`src/mac_cfg_pkg.sv`:
```
// constants and types shared by the mac configuration block
// Behaviour
// - rx vlan enable bit 27: accept tagged frames, max payload grows four bytes
// - length/type check off bit 25 skips length/type field validation
// - control length check off bit 24 accepts long control frames
// - bit 22 adds in-line timestamp besides out-of-band delivery
// - without ptp support the in-line timestamp bit has no effect
// - rx word bits 21 to 16 always read zero
// - bits 15:0 hold address 47:32; full address matches rx pause dest
// - tx uses the same address as pause frame source address
// - first wire byte of address sits in lowest register byte
// - basic vlan recognises only tag protocol id 0x8100
// - tx word written anytime, applied only in inter-frame gap
// - tx reset bit 31 acts immediately, no gap deferral
// - tx reset resets transmitter, restores tx defaults, self-clears
// - tx jumbo bit 30, reset one, allows oversize transmission
// - rx word written anytime, applied only in inter-frame gap
package mac_cfg_pkg;
	localparam logic [11:0] PAUSE_LO_OFS  = 12'h0400;
	localparam logic [11:0] RX_WORD1_OFS  = 12'h0404;
	localparam logic [11:0] TX_WORD_OFS   = 12'h0408;
	localparam int          RX_VLAN_BIT   = 27;
	localparam int          RX_DUPLEX_BIT = 26;
	localparam int          RX_LT_OFF_BIT = 25;
	localparam int          RX_CL_OFF_BIT = 24;
	localparam int          RX_TS_BIT     = 22;
	localparam int          TX_RST_BIT    = 31;
	localparam int          TX_JUMBO_BIT  = 30;
	localparam logic [31:0] PAUSE_LO_RST  = 32'hDDCC_BBAA;
	localparam logic [15:0] PAUSE_HI_RST  = 16'hFFEE;
	localparam logic [31:0] RX_WR_MASK    = 32'h0F40_FFFF;
	localparam logic [31:0] RX_RST        = 32'h0800_FFEE;
	localparam logic [31:0] TX_WR_MASK    = 32'h4000_0000;
	localparam logic [31:0] TX_RST        = 32'h4000_0000;
	localparam logic [15:0] VLAN_TAG_ID   = 16'h8100;
	localparam logic [1:0]  RESP_OKAY     = 2'b00;
	localparam logic [1:0]  RESP_SLVERR   = 2'b10;
endpackage

```
`src/mac_cfg_if.sv`:
```
`timescale 1ns/1ps
// settings bundle from the register file to the gap-sync stage
interface mac_cfg_if;
	logic [31:0] rx_word;  // programmed rx word
	logic [31:0] tx_word;  // programmed tx word
	logic        gap;      // line idle: settings may change
	logic        tx_rst;   // immediate transmitter reset request
	logic [31:0] rx_live;  // rx word in force
	logic [31:0] tx_live;  // tx word in force
	modport regs (output rx_word, tx_word, gap, tx_rst,
		input rx_live, tx_live);
	modport sync (input rx_word, tx_word, gap, tx_rst,
		output rx_live, tx_live);
endinterface

```
`src/mac_cfg_gap_sync.sv`:
```
`timescale 1ns/1ps
// holds the settings in force and refreshes them only between frames, save a tx reset which restores tx defaults at once
module mac_cfg_gap_sync
	import mac_cfg_pkg::*;
(
	input wire logic clock_i, // system clock
	input wire logic rst_i,   // async reset, high
	mac_cfg_if.sync  cfg      // settings bundle
);
	always_ff @(posedge clock_i or posedge rst_i) begin
		if (rst_i) begin
			cfg.rx_live <= RX_RST;
		end else if (cfg.gap) begin
			cfg.rx_live <= cfg.rx_word;
		end
	end

	always_ff @(posedge clock_i or posedge rst_i) begin
		if (rst_i) begin
			cfg.tx_live <= TX_RST;
		end else if (cfg.tx_rst) begin
			cfg.tx_live <= TX_RST;
		end else if (cfg.gap) begin
			cfg.tx_live <= cfg.tx_word;
		end
	end
endmodule // mac_cfg_gap_sync

```
`src/mac_rx_tx_config.sv`:
```
`timescale 1ns/1ps
// ethernet mac rx/tx configuration registers with axi4-lite slave
module mac_rx_tx_config
	import mac_cfg_pkg::*;
#(
	parameter bit PTP_PRESENT = 1'b1  // build includes timestamp support
)(
	input  wire logic        clock_i,           // 100 MHz clock
	input  wire logic        rst_i,             // async reset, high
	input  wire logic [11:0] s_axi_awaddr,      // write address
	input  wire logic        s_axi_awvalid,     // write address valid
	output logic             s_axi_awready,     // write address ready
	input  wire logic [31:0] s_axi_wdata,       // write data
	input  wire logic [3:0]  s_axi_wstrb,       // byte enables
	input  wire logic        s_axi_wvalid,      // write data valid
	output logic             s_axi_wready,      // write data ready
	output logic [1:0]       s_axi_bresp,       // write response
	output logic             s_axi_bvalid,      // write response valid
	input  wire logic        s_axi_bready,      // write response ready
	input  wire logic [11:0] s_axi_araddr,      // read address
	input  wire logic        s_axi_arvalid,     // read address valid
	output logic             s_axi_arready,     // read address ready
	output logic [31:0]      s_axi_rdata,       // read data
	output logic [1:0]       s_axi_rresp,       // read response
	output logic             s_axi_rvalid,      // read data valid
	input  wire logic        s_axi_rready,      // read data ready
	input  wire logic        rx_gap_i,          // rx path between frames
	input  wire logic        tx_gap_i,          // tx path between frames
	input  wire logic [15:0] rx_type_i,         // rx length/type field
	input  wire logic [47:0] rx_dest_addr_i,    // rx destination address
	output logic             rx_vlan_en_o,      // accept tagged frames
	output logic             rx_is_vlan_o,      // frame is tagged
	output logic [2:0]       rx_max_extra_o,    // extra payload bytes
	output logic             duplex_select_o,   // rx half duplex (unused)
	output logic             lentype_check_off_o, // skip length/type check
	output logic             ctrl_len_check_off_o,// accept long ctrl frames
	output logic             rx_ts_inline_o,    // in-line timestamp
	output logic             rx_pause_match_o,  // dest equals station addr
	output logic [47:0]      flow_ctrl_station_addr_o, // pause frame source
	output logic             oversize_frame_en_o, // tx jumbo allowed
	output logic             tx_reset_o         // transmitter reset pulse
);
	import mac_cfg_pkg::*;

	localparam logic [2:0] VLAN_EXTRA = 3'd4;

	logic [31:0] pause_lo_q;
	logic [31:0] rx_word_q;
	logic [31:0] tx_word_q;
	logic        tx_rst_q;
	logic        aw_held_q;
	logic        w_held_q;
	logic [11:0] awaddr_q;
	logic [31:0] wdata_q;
	logic [3:0]  wstrb_q;
	logic        wr_go;
	logic        rd_go;
	logic [47:0] addr_rx;
	logic [47:0] addr_tx;

	mac_cfg_if cfg ();

	mac_cfg_gap_sync u_sync (
		.clock_i (clock_i),
		.rst_i   (rst_i),
		.cfg     (cfg)
	);

	// apply bytes selected by wstrb under a mask of writable bits
	function automatic logic [31:0] merge(input logic [31:0] old,
		input logic [31:0] nw, input logic [3:0] be,
		input logic [31:0] mask);
		logic [31:0] m;
		m = {{8{be[3]}}, {8{be[2]}}, {8{be[1]}}, {8{be[0]}}} & mask;
		merge = (old & ~m) | (nw & m);
	endfunction

	// write channel: address and data accepted in either order
	assign s_axi_awready = !aw_held_q && !s_axi_bvalid;
	assign s_axi_wready  = !w_held_q && !s_axi_bvalid;
	assign wr_go = aw_held_q && w_held_q && !s_axi_bvalid;

	always_ff @(posedge clock_i or posedge rst_i) begin
		if (rst_i) begin
			aw_held_q <= 1'b0;
			awaddr_q  <= 12'h000;
		end else if (s_axi_awvalid && s_axi_awready) begin
			aw_held_q <= 1'b1;
			awaddr_q  <= s_axi_awaddr;
		end else if (wr_go) begin
			aw_held_q <= 1'b0;
		end
	end

	always_ff @(posedge clock_i or posedge rst_i) begin
		if (rst_i) begin
			w_held_q <= 1'b0;
			wdata_q  <= 32'h0000_0000;
			wstrb_q  <= 4'h0;
		end else if (s_axi_wvalid && s_axi_wready) begin
			w_held_q <= 1'b1;
			wdata_q  <= s_axi_wdata;
			wstrb_q  <= s_axi_wstrb;
		end else if (wr_go) begin
			w_held_q <= 1'b0;
		end
	end

	always_ff @(posedge clock_i or posedge rst_i) begin
		if (rst_i) begin
			s_axi_bvalid <= 1'b0;
			s_axi_bresp  <= RESP_OKAY;
		end else if (wr_go) begin
			s_axi_bvalid <= 1'b1;
			unique case (awaddr_q)
				PAUSE_LO_OFS, RX_WORD1_OFS, TX_WORD_OFS:
					s_axi_bresp <= RESP_OKAY;
				default: s_axi_bresp <= RESP_SLVERR;
			endcase
		end else if (s_axi_bready) begin
			s_axi_bvalid <= 1'b0;
		end
	end

	// pause address low word takes effect at once, without the rx gap rule of the rx word
	always_ff @(posedge clock_i or posedge rst_i) begin
		if (rst_i) begin
			pause_lo_q <= PAUSE_LO_RST;
		end else if (wr_go && awaddr_q == PAUSE_LO_OFS) begin
			pause_lo_q <= merge(pause_lo_q, wdata_q, wstrb_q, 32'hFFFF_FFFF);
		end
	end

	// bits 23 and 21:16 are outside the mask so they stay zero
	always_ff @(posedge clock_i or posedge rst_i) begin
		if (rst_i) begin
			rx_word_q <= RX_RST;
		end else if (wr_go && awaddr_q == RX_WORD1_OFS) begin
			rx_word_q <= merge(rx_word_q, wdata_q, wstrb_q, RX_WR_MASK);
		end
	end

	// tx reset never lands in the stored word; it pulses and restores
	always_ff @(posedge clock_i or posedge rst_i) begin
		if (rst_i) begin
			tx_word_q <= TX_RST;
			tx_rst_q  <= 1'b0;
		end else if (wr_go && awaddr_q == TX_WORD_OFS && wstrb_q[3]
			&& wdata_q[TX_RST_BIT]) begin
			tx_word_q <= TX_RST;
			tx_rst_q  <= 1'b1;
		end else begin
			tx_rst_q <= 1'b0;
			if (wr_go && awaddr_q == TX_WORD_OFS) begin
				tx_word_q <= merge(tx_word_q, wdata_q, wstrb_q, TX_WR_MASK);
			end
		end
	end

	assign cfg.rx_word = rx_word_q;
	assign cfg.tx_word = tx_word_q;
	assign cfg.gap     = rx_gap_i && tx_gap_i;
	assign cfg.tx_rst  = tx_rst_q;

	// read channel: one cycle to answer
	assign s_axi_arready = !s_axi_rvalid;
	assign rd_go = s_axi_arvalid && s_axi_arready;

	always_ff @(posedge clock_i or posedge rst_i) begin
		if (rst_i) begin
			s_axi_rvalid <= 1'b0;
			s_axi_rdata  <= 32'h0000_0000;
			s_axi_rresp  <= RESP_OKAY;
		end else if (rd_go) begin
			s_axi_rvalid <= 1'b1;
			s_axi_rresp  <= RESP_OKAY;
			unique case (s_axi_araddr)
				PAUSE_LO_OFS: s_axi_rdata <= pause_lo_q;
				RX_WORD1_OFS: s_axi_rdata <= rx_word_q & RX_WR_MASK;
				TX_WORD_OFS:  s_axi_rdata <= tx_word_q & TX_WR_MASK;
				default: begin
					s_axi_rdata <= 32'h0000_0000;
					s_axi_rresp <= RESP_SLVERR;
				end
			endcase
		end else if (s_axi_rready) begin
			s_axi_rvalid <= 1'b0;
		end
	end

	// lowest register byte is the first on the wire
	assign addr_rx = {cfg.rx_live[15:0], pause_lo_q};
	assign addr_tx = addr_rx;

	always_ff @(posedge clock_i or posedge rst_i) begin
		if (rst_i) begin
			rx_vlan_en_o         <= 1'b1;
			rx_is_vlan_o         <= 1'b0;
			rx_max_extra_o       <= VLAN_EXTRA;
			duplex_select_o      <= 1'b0;
			lentype_check_off_o  <= 1'b0;
			ctrl_len_check_off_o <= 1'b0;
			rx_ts_inline_o       <= 1'b0;
			rx_pause_match_o     <= 1'b0;
		end else begin
			rx_vlan_en_o   <= cfg.rx_live[RX_VLAN_BIT];
			rx_is_vlan_o   <= cfg.rx_live[RX_VLAN_BIT]
				&& rx_type_i == VLAN_TAG_ID;
			rx_max_extra_o <= cfg.rx_live[RX_VLAN_BIT] ? VLAN_EXTRA
				: 3'd0;
			duplex_select_o      <= cfg.rx_live[RX_DUPLEX_BIT];
			lentype_check_off_o  <= cfg.rx_live[RX_LT_OFF_BIT];
			ctrl_len_check_off_o <= cfg.rx_live[RX_CL_OFF_BIT];
			rx_ts_inline_o <= PTP_PRESENT
				&& cfg.rx_live[RX_TS_BIT];
			rx_pause_match_o <= rx_dest_addr_i == addr_rx;
		end
	end

	always_ff @(posedge clock_i or posedge rst_i) begin
		if (rst_i) begin
			flow_ctrl_station_addr_o <= {PAUSE_HI_RST, PAUSE_LO_RST};
			oversize_frame_en_o      <= 1'b1;
		end else begin
			flow_ctrl_station_addr_o <= addr_tx;
			oversize_frame_en_o <= cfg.tx_live[TX_JUMBO_BIT];
		end
	end

	assign tx_reset_o = tx_rst_q;
endmodule // mac_rx_tx_config

```
`config.mk`:
```
export PLATFORM = sky130hd
export DESIGN_NAME = mac_rx_tx_config
export DESIGN_NICKNAME = d
export VERILOG_FILES = /design/src/mac_cfg_pkg.sv /design/src/mac_cfg_if.sv /design/src/mac_cfg_gap_sync.sv /design/src/mac_rx_tx_config.sv
export SDC_FILE = /design/constraint.sdc
export NUM_CORES = 1
export LEC_CHECK = 0
export BUFFER_PORTS_ARGS = -buffer_cell sky130_fd_sc_hd__clkbuf_2
export CAP_MARGIN = 20
export CORE_AREA = 2 2 148 150
export CTS_CLUSTER_DIAMETER = 150
export DETAILED_ROUTE_END_ITERATION = 10
export DIE_AREA = 0 0 150 152
export HOLD_SLACK_MARGIN = 0.02
export PLACE_DENSITY = 0.64
export SYNTH_ARGS = -nofsm -noshare
export SYNTH_HDL_FRONTEND = slang
export SYNTH_SLANG_ARGS = --single-unit
export TNS_END_PERCENT = 100
```
`constraint.sdc`:
```
create_clock -name clock_i -period 7.4 [get_ports clock_i]
set_input_delay 0.74 -clock clock_i [delete_from_list [all_inputs] [get_ports clock_i]]
set_output_delay 0.74 -clock clock_i [all_outputs]
set_load 0.02 [all_outputs]
```
==> results of run 1 <==
worst paths after layout:
check | endpoint | depth (start not counted)
max in group asynchronous | wstrb_q[3] | 3
max reg2reg | flip-flop | 4
min reg2reg | ctrl_len_check_off_o | 0
min in group clock_i | ctrl_len_check_off_o | 0
max | flip-flop | 4
min | rx_is_vlan_o | 2
final cells by class:
class	count	share of cell area, %
Sequential cell	219	52.4
Inverter	4	0.211
Clock inverter	12	1.21
Clock buffer	32	6.39
Multi-Input combinational cell	318	25.4
Tap cell	280	3.28
Timing Repair Buffer	234	11.1
worst register-to-register path, delay by kind of cell (launching register included):
kind / cells / cell delay (ns)
DFF: 1 / 0.37
muxes: 1 / 0.38
and+or+nand+nor: 3 / 1.85
layer usage:
layer  track usage, %  wire length (um)  vias to the layer above
met5                0                13                        -
met4             4.36               380                        2
met3             2.82              1260                       29
met2             28.5              9540                      180
met1             25.0              9260                     2641
li1                 -                 -                     2449
synth_stat cells, drive strengths merged:
cell type	n	area share (%)
mux2	122	16
nor4b	3	0.31
and4b	1	0.13
nor3	1	0.060
nor2	6	0.27
nand2	47	2.1
or3	1	0.075
conb	1	0.045
o21ai	3	0.18
mux2i	2	0.24
clkbuf	13	0.58
a21oi	2	0.12
dfstp	88	28
nor2b	2	0.15
dfrtp	131	39
a22o	10	1.0
and2	3	0.22
inv	4	0.18
nand3b	1	0.090
or4bb	1	0.13
a21o	3	0.27
or4	4	0.37
nor4	17	1.4
a211o	1	0.10
buf	7	0.54
xor2	48	5.0
or4b	1	0.12
nand2b	2	0.15
a22oi	21	1.9
nand4	4	0.30
nand3	8	0.84
power by group:
group | switching [mW] | internal (mW) | total [mW]
sequential | 0.108 | 1.36 | 1.47
combinational | 0.189 | 0.205 | 0.394
clock | 0.481 | 0.723 | 1.20
placed cells by master (no fill, tap or decap), drive strengths merged, types with 5 or more instances in the layout:
cell type	count
a22o	10
a22oi	21
buf	5
clkbuf	261
clkinv	7
dfrtp	131
dfstp	88
inv	5
mux2	122
nand2	47
nand3	8
nor2	6
nor4	17
xor2	48
logic make-up after synthesis:
group | count (synthesis) | share of synthesized area, %
mux | 124 | 16.6
simple gates | 102 | 6.77
flops | 219 | 66.7
compound gates | 40 | 3.60
other cells | 1 | 0.0447
buf+inv | 24 | 1.30
xor+xnor | 48 | 5.01
==> flow_summary.ini, run 1 <==
[run_status]
run_status = complete, no violations

[worst_setup_path]
path_cells = or4_2 > nor4_4 > nand3_2 > mux2_2
critPathTopFamily = simple AND/OR/NAND/NOR gates
cp-end-kind = flip-flop
required_ns = 7.79
max_stage_delay_ns = 0.73
crit_start = awaddr_q[1]
r2r-start = awaddr_q[1]
critPathKind = reg -> reg
reg2reg_slack_ns = 4.69
cp-start-kind = flip-flop
cp.arrival_ns = 3.10
crit_buf_inv = 0
path_max_fanout = 10
cp_slowest_cell = nor4_4

[cells_and_area]
multiInputGateArea_mm2 = 0.00272
layout.cells.non_filler = 1099
drive_gt1_share_pct = 60.9
fin_area_mm2 = 0.0107
utilization_pct = 50.0
fin_nets = 934
syn_to_final_growth_pct = 27.3
fillers = 1913
antenna_cells = 0
seq_area_mm2 = 0.00559

[job]
max_cap_violations = 0

[drt]
drt_iter0_drc = 222
via_per_inst = 4.82
routedWlPerCell_um = 18.6
drc = 0
vias = 5301
wirelength_um = 20500
drt_first_pass_iters = 4
ant_nets = 0

[die]
top_level_ports = 234
fp.dieH_um = 152
core_area_mm2 = 0.0214
num_rows = 54
die_w_um = 150
dieArea_mm2 = 0.0228
start_util_pct = 39.3

[global_route]
grt_max_degree = 103
grt_pass1_wl_um = 30900
grt.overflow.total = 0
grt.total_usage_pct = 17.6
grt_antenna_before_repair = 1
grt_pass1_vias = 5241

[sta]
finalSetupViolCount = 0
finalCriticalPeriod_ns = 2.71
timing.final.crit_share_pct = 36.6
fin_skew_ns = 0.00892
max_freq_mhz = 369
setup_ws_ns = 4.69
final_max_slew_viol_count = 0
rsz0062_at_grt = false
slew_headroom_pct = 28.1
hold_viol = 0
tightest_slew_ns = 1.08
fin_tns_setup_ns = 0
whs_ns = 0.319

[placement]
placed_area_mm2 = 0.00986
portBuffers = 229
dp_cells = 1055
place_congestion = 0.758
hpwlAfterDp_um = 14300
post-place-ws_ns = 4.64

[cts]
clock_latency_ns = 0.50
cts_root_buffer = clkbuf_16
hold_buffers = 0
cts_tree = yes
cts.path.max_buffers = 3
cts_sinks = 219
clkTransAtPathRegs_ns = 0.06
cts_buffers = 24
cts_setup_buffers = 0
cts_resized = 0
htree_num_levels = 1

[yosys]
syn_area_mm2 = 0.00839
post_synth_num_cell_types = 36
yosysWarningCount = 0
avgSynthCellArea_um2 = 15.0
synth-seq-cells = 219
netlist_instances = 558
ys_seq_area_share_pct = 66.7

[hold_path]
hold_path_class = in -> async

[power_and_ir_drop]
power.total_mw = 3.06
p_per_area_mw_per_mm2 = 287
p_leak_nw = 5.33
irDropWorstVdd_v = 0.000341
Power figures use the tool's default switching activity.
==> inputs of run 2 (changes only) <==
- clock period: 7.4 -> 2.8 ns (I/O delays scaled with it)
==> run 2 against run 1 <==
Against the previous run: combinational power increased to 2.8 times the previous value; count of clock-buffer cells in the layout increased by 6; critical path depth up 1; worst hold slack lost 0.28 ns; final area rose by 4.6%; clock skew is 0.00059 ns lower; highest routed layer is now met4.
==> flow_summary.ini, run 2 (synthesized netlist as in run 1, its figures left out) <==
[run_status]
run_status = complete, no violations

[placement]
portBuffers = 229
placed_area_mm2 = 0.00996
post-place-ws_ns = 0.430
hpwlAfterDp_um = 14600
place_congestion = 0.741

[cts]
cts_resized = 0
clkTransAtPathRegs_ns = 0.06
cts_sinks = 219
cts_buffers = 23
cts_setup_buffers = 0
clock_latency_ns = 0.50
cts.path.max_buffers = 3
cts_root_buffer = clkbuf_16
cts_tree = yes
htree_num_levels = 1

[hold_path]
worstHoldEndpoint = wdata_q[22]
hold_depth = 2
holdCritStartpoint = s_axi_wdata[22]
hold_path_class = in -> reg

[worst_setup_path]
required_ns = 3.18
max_stage_delay_ns = 0.70
crit_buf_inv = 1
path_cells = or4_2 > nor4_4 > buf_4 > nand3_2 > mux2_2
r2r-start = awaddr_q[1]
path_max_fanout = 10
reg2reg_slack_ns = 0.43
rr_worst_depth = 5
critPathTopFamily = simple AND/OR/NAND/NOR gates
cp_slowest_cell = or4_2
cp.arrival_ns = 2.75
cp-start-kind = flip-flop
critPathKind = reg -> reg
cp-end-kind = flip-flop

[drt]
drc = 0
drt_iter0_drc = 218
drt_first_pass_iters = 4
routedWlPerCell_um = 18.2
wirelength_um = 20900
vias = 5476
ant_nets = 0
via_per_inst = 4.77

[cells_and_area]
syn_to_final_growth_pct = 33.1
layout_common_cells = clkbuf_2 (229), dfrtp_1 (131), mux2_2 (122)
fillers = 1889
drive_gt1_share_pct = 57.4
fin_area_mm2 = 0.0112
utilization_pct = 52.3
fin_nets = 985
antenna_cells = 0
final_common_cell = clkbuf_2

[sta]
finalCriticalPeriod_ns = 2.37
rsz0062_at_grt = false
slew_headroom_pct = 37.7
tightest_slew_ns = 0.932
fin_skew_ns = 0.00833
timing.final.crit_share_pct = 84.5
finalSetupViolCount = 0
hold_viol = 0
whs_ns = 0.0379
setup_ws_ns = 0.435
max_freq_mhz = 423
final_max_slew_viol_count = 0

[die]
fp.dieH_um = 152
core_area_mm2 = 0.0214
top_level_ports = 234
num_rows = 54
start_util_pct = 39.3
die_w_um = 150
dieArea_mm2 = 0.0228

[global_route]
grt_antenna_before_repair = 0
grt.overflow.total = 0
grt_pass1_vias = 5568
grt_max_degree = 66
grt.total_usage_pct = 18.2
grt_pass1_wl_um = 32000

[job]
max_cap_violations = 0

[power_and_ir_drop]
p_leak_nw = 5.54
p_per_area_mw_per_mm2 = 711
irDropWorstVdd_v = 0.000822
power.total_mw = 7.94
## run 2: how the worst max path moves through the flow
stage / slack (ns) / depth (start not counted) / to / start
after floorplan: -0.26 / 1 / asynchronous set/reset pin / rst_i
after detailed placement: 0.43 / 5 / flip-flop / awaddr_q[1]
final: 0.43 / 5 / flip-flop / awaddr_q[1]
after global placement: 0.45 / 5 / flip-flop / awaddr_q[1]
after global routing: 0.34 / 5 / flip-flop / awaddr_q[1]
after CTS: 0.42 / 5 / flip-flop / awaddr_q[1]
## run 2: layout make-up
| type | count | area [um^2] | share of cell area (%) |
|---|---|---|---|
| Tap cell | 280 | 350 | 3.14 |
| Clock buffer | 38 | 712 | 6.38 |
| Sequential cell | 219 | 5590 | 50.1 |
| Inverter | 4 | 18.8 | 0.168 |
| Clock inverter | 4 | 26.3 | 0.235 |
| Timing Repair Buffer | 286 | 1750 | 15.7 |
| Multi-Input combinational cell | 318 | 2720 | 24.3 |
## run 2: layer usage
layer | part of all wire (%) | GRT usage [%]
met1 | 45 | 25.5
met2 | 48 | 30.1
met3 | 6.0 | 3.78
met4 | 0.96 | 2.83
met5 | 0 | 0
## run 2: where the power goes
| part | switching (mW) | total, mW | internal (mW) |
|---|---|---|---|
| Combinational | 0.512 | 1.12 | 0.607 |
| Clock | 1.21 | 2.94 | 1.73 |
| Sequential | 0.289 | 3.88 | 3.59 |
| Total | 2.01 | 7.94 | 5.93 |
## run 2: what timing repair did
action / in CTS / in global routing
hold buffers: 46 / 1
endpoints found under the hold margin: 125 / 1
setup endpoints to repair: 0 / 0
## run 2: per-stage QoR
step / TNS (ns) / std cells
4_1_cts: 0 / 1148
3_5_place_dp: 0 / 1060
5_1_grt: 0 / 1149
2_1_floorplan: -34.35 / 561
6_report: 0 / 1149
3_3_place_gp: 0 / 1060
==> inputs of run 3 (changes only) <==
- PLACE_DENSITY: 0.64 -> 0.67
- clock period: 2.8 -> 2 ns (I/O delays scaled with it)
==> run 3 against run 2 <==
Against the previous run: the flow now finishes with violations (setup timing); register-to-register slack worse by 0.50 ns; largest cell class unchanged; total power increased by 47%; utilization increased by 1.7 points; highest routed layer unchanged; sequential cell count is the same; maximum frequency up 15%; setup slack lost 0.50 ns; final area grew 3.3%.
==> flow_summary.ini, run 3 (synthesized netlist as in run 1, its figures left out) <==
[sta]
rsz0062_at_grt = true
finalCriticalPeriod_ns = 2.06
final_max_slew_viol_count = 0
setup_ws_ns = -0.0606
whs_ns = 0.0461
timing.final.crit_share_pct = 103
finalSetupViolCount = 23
slew_headroom_pct = 63.4
tightest_slew_ns = 0.547
max_freq_mhz = 485
hold_viol = 0
fin_skew_ns = 0.0113

[drt]
vias = 5635
drt_first_pass_iters = 4
via_per_inst = 4.80
drt_iter0_drc = 198
ant_nets = 0
wirelength_um = 21600
drc = 0
routedWlPerCell_um = 18.4

[cells_and_area]
fillers = 1779
antenna_cells = 0
fin_nets = 1008
final_common_cell = clkbuf_2
drive_gt1_share_pct = 58.3
syn_to_final_growth_pct = 37.5
fin_area_mm2 = 0.0115
layout_common_cells = clkbuf_2 (229), dfrtp_1 (131), mux2_2 (121)

[worst_setup_path]
crit_start = awaddr_q[0]
reg2reg_slack_ns = -0.06
cp-end-kind = flip-flop
cp.arrival_ns = 2.45
rr_worst_depth = 6
cp-start-kind = flip-flop
critPathKind = reg -> reg
path_max_fanout = 10
r2r-start = awaddr_q[0]
required_ns = 2.38

[placement]
placed_area_mm2 = 0.0102
portBuffers = 229
hpwlAfterDp_um = 15100
place_congestion = 0.757

[cts]
cts_tree = yes
cts_sinks = 219
clock_latency_ns = 0.51
cts_buffers = 24
cts.path.max_buffers = 3
htree_num_levels = 1
cts_root_buffer = clkbuf_16
cts_setup_buffers = 0
clkTransAtPathRegs_ns = 0.06

[global_route]
grt_max_degree = 51
grt_pass1_vias = 5924
grt.total_usage_pct = 18.8
grt.overflow.total = 0
grt_antenna_before_repair = 0
grt_pass1_wl_um = 33500

[power_and_ir_drop]
power.total_mw = 11.7
p_per_area_mw_per_mm2 = 1010
irDropWorstVdd_v = 0.00107
p_leak_nw = 5.71

[hold_path]
hold_path_class = in -> reg

[die]
start_util_pct = 39.3
core_area_mm2 = 0.0214
top_level_ports = 234
dieArea_mm2 = 0.0228
fp.dieH_um = 152
die_w_um = 150
num_rows = 54

[run_status]
run_status = complete, but fails checks
violations = setup timing

[job]
max_cap_violations = 0
-- run 3: changes by cell type in the layout (fill, tap and decap cells not counted), moves of 3 or more --
| cell | before | now |
|---|---|---|
| clkbuf_8 | 8 | 3 |
| buf_4 | 5 | 15 |
| buf_12 | 5 | 10 |
| dlygate4sd3_1 | 47 | 54 |
| bufinv_16 | 0 | 3 |
| clkinv_2 | 2 | 5 |
-- run 3: final cells by class --
| cell class | instances | area [um^2] | area share, % |
|---|---|---|---|
| clock buffers | 33 | 686 | 5.95 |
| clock inverters | 11 | 139 | 1.20 |
| inverters | 4 | 18.8 | 0.163 |
| multi-input cells | 318 | 2750 | 23.8 |
| flip-flops and latches | 219 | 5590 | 48.5 |
| well taps | 280 | 350 | 3.04 |
| repair buffers | 308 | 2000 | 17.3 |
-- run 3: critical path: stages, from the launching register on --
cell and delay (ns):
dfrtp_1 0.38, or4_4 0.55, nor4_4 0.27, buf_12 0.19
nand3_2 0.09, buf_12 0.17, mux2_4 0.29
-- run 3: metal layers --
layer / vias to the layer above / track usage, % / part of all wire, %
met2: 183 / 31.1 / 49
met1: 2819 / 26.0 / 44
met4: 0 / 4.36 / 1.8
li1: 2606 / - / -
met3: 27 / 3.39 / 5.6
met5: - / 0 / 0
-- run 3: repair_timing --
action,CTS,global route
hold buffers,54,0
setup endpoints to repair,35,45
pin swaps,0,1
endpoints found under the hold margin,65,0
cloned,0,0
gates resized for setup,1,1
-- run 3: worst min-delay path by stage --
| stage | from | endpoint | slack [ns] | depth (start not counted) |
|---|---|---|---|---|
| 3_3_place_gp | rst_i | rx_is_vlan_o | 0.26 | 2 |
| 3_5_place_dp | rst_i | rx_is_vlan_o | 0.26 | 2 |
| 5_1_grt | s_axi_araddr[3] | s_axi_rresp[1] | 0.11 | 3 |
| 2_1_floorplan | rx_type_i[12] | rx_is_vlan_o | 0.27 | 1 |
| 4_1_cts | s_axi_araddr[3] | s_axi_rresp[1] | 0.03 | 3 |
| 6_report | s_axi_araddr[3] | s_axi_rresp[1] | 0.05 | 3 |
-- run 3: report_power, final --
part           total [mW]  leakage, nW  internal, mW  switching [mW]
clock                4.57        0.402          2.79            1.78
combinational        1.67         2.69         0.923           0.747
sequential           5.46         2.62          5.03           0.427
total                11.7         5.71          8.75            2.95
-- run 3: through the flow --
step / setup slack [ns] / util [%] / setup TNS [ns] / instances
floorplan: -0.982 / - / -156.49 / 561
finish: -0.0606 / 54.0 / -0.458 / 1173
global route: -0.107 / 54.0 / -2.08 / 1173
CTS: -0.0723 / 54.0 / -0.996 / 1173
detailed placement: -0.0780 / 47.5 / -0.587 / 1075
global placement: -0.0544 / 47.5 / -0.335 / 1075
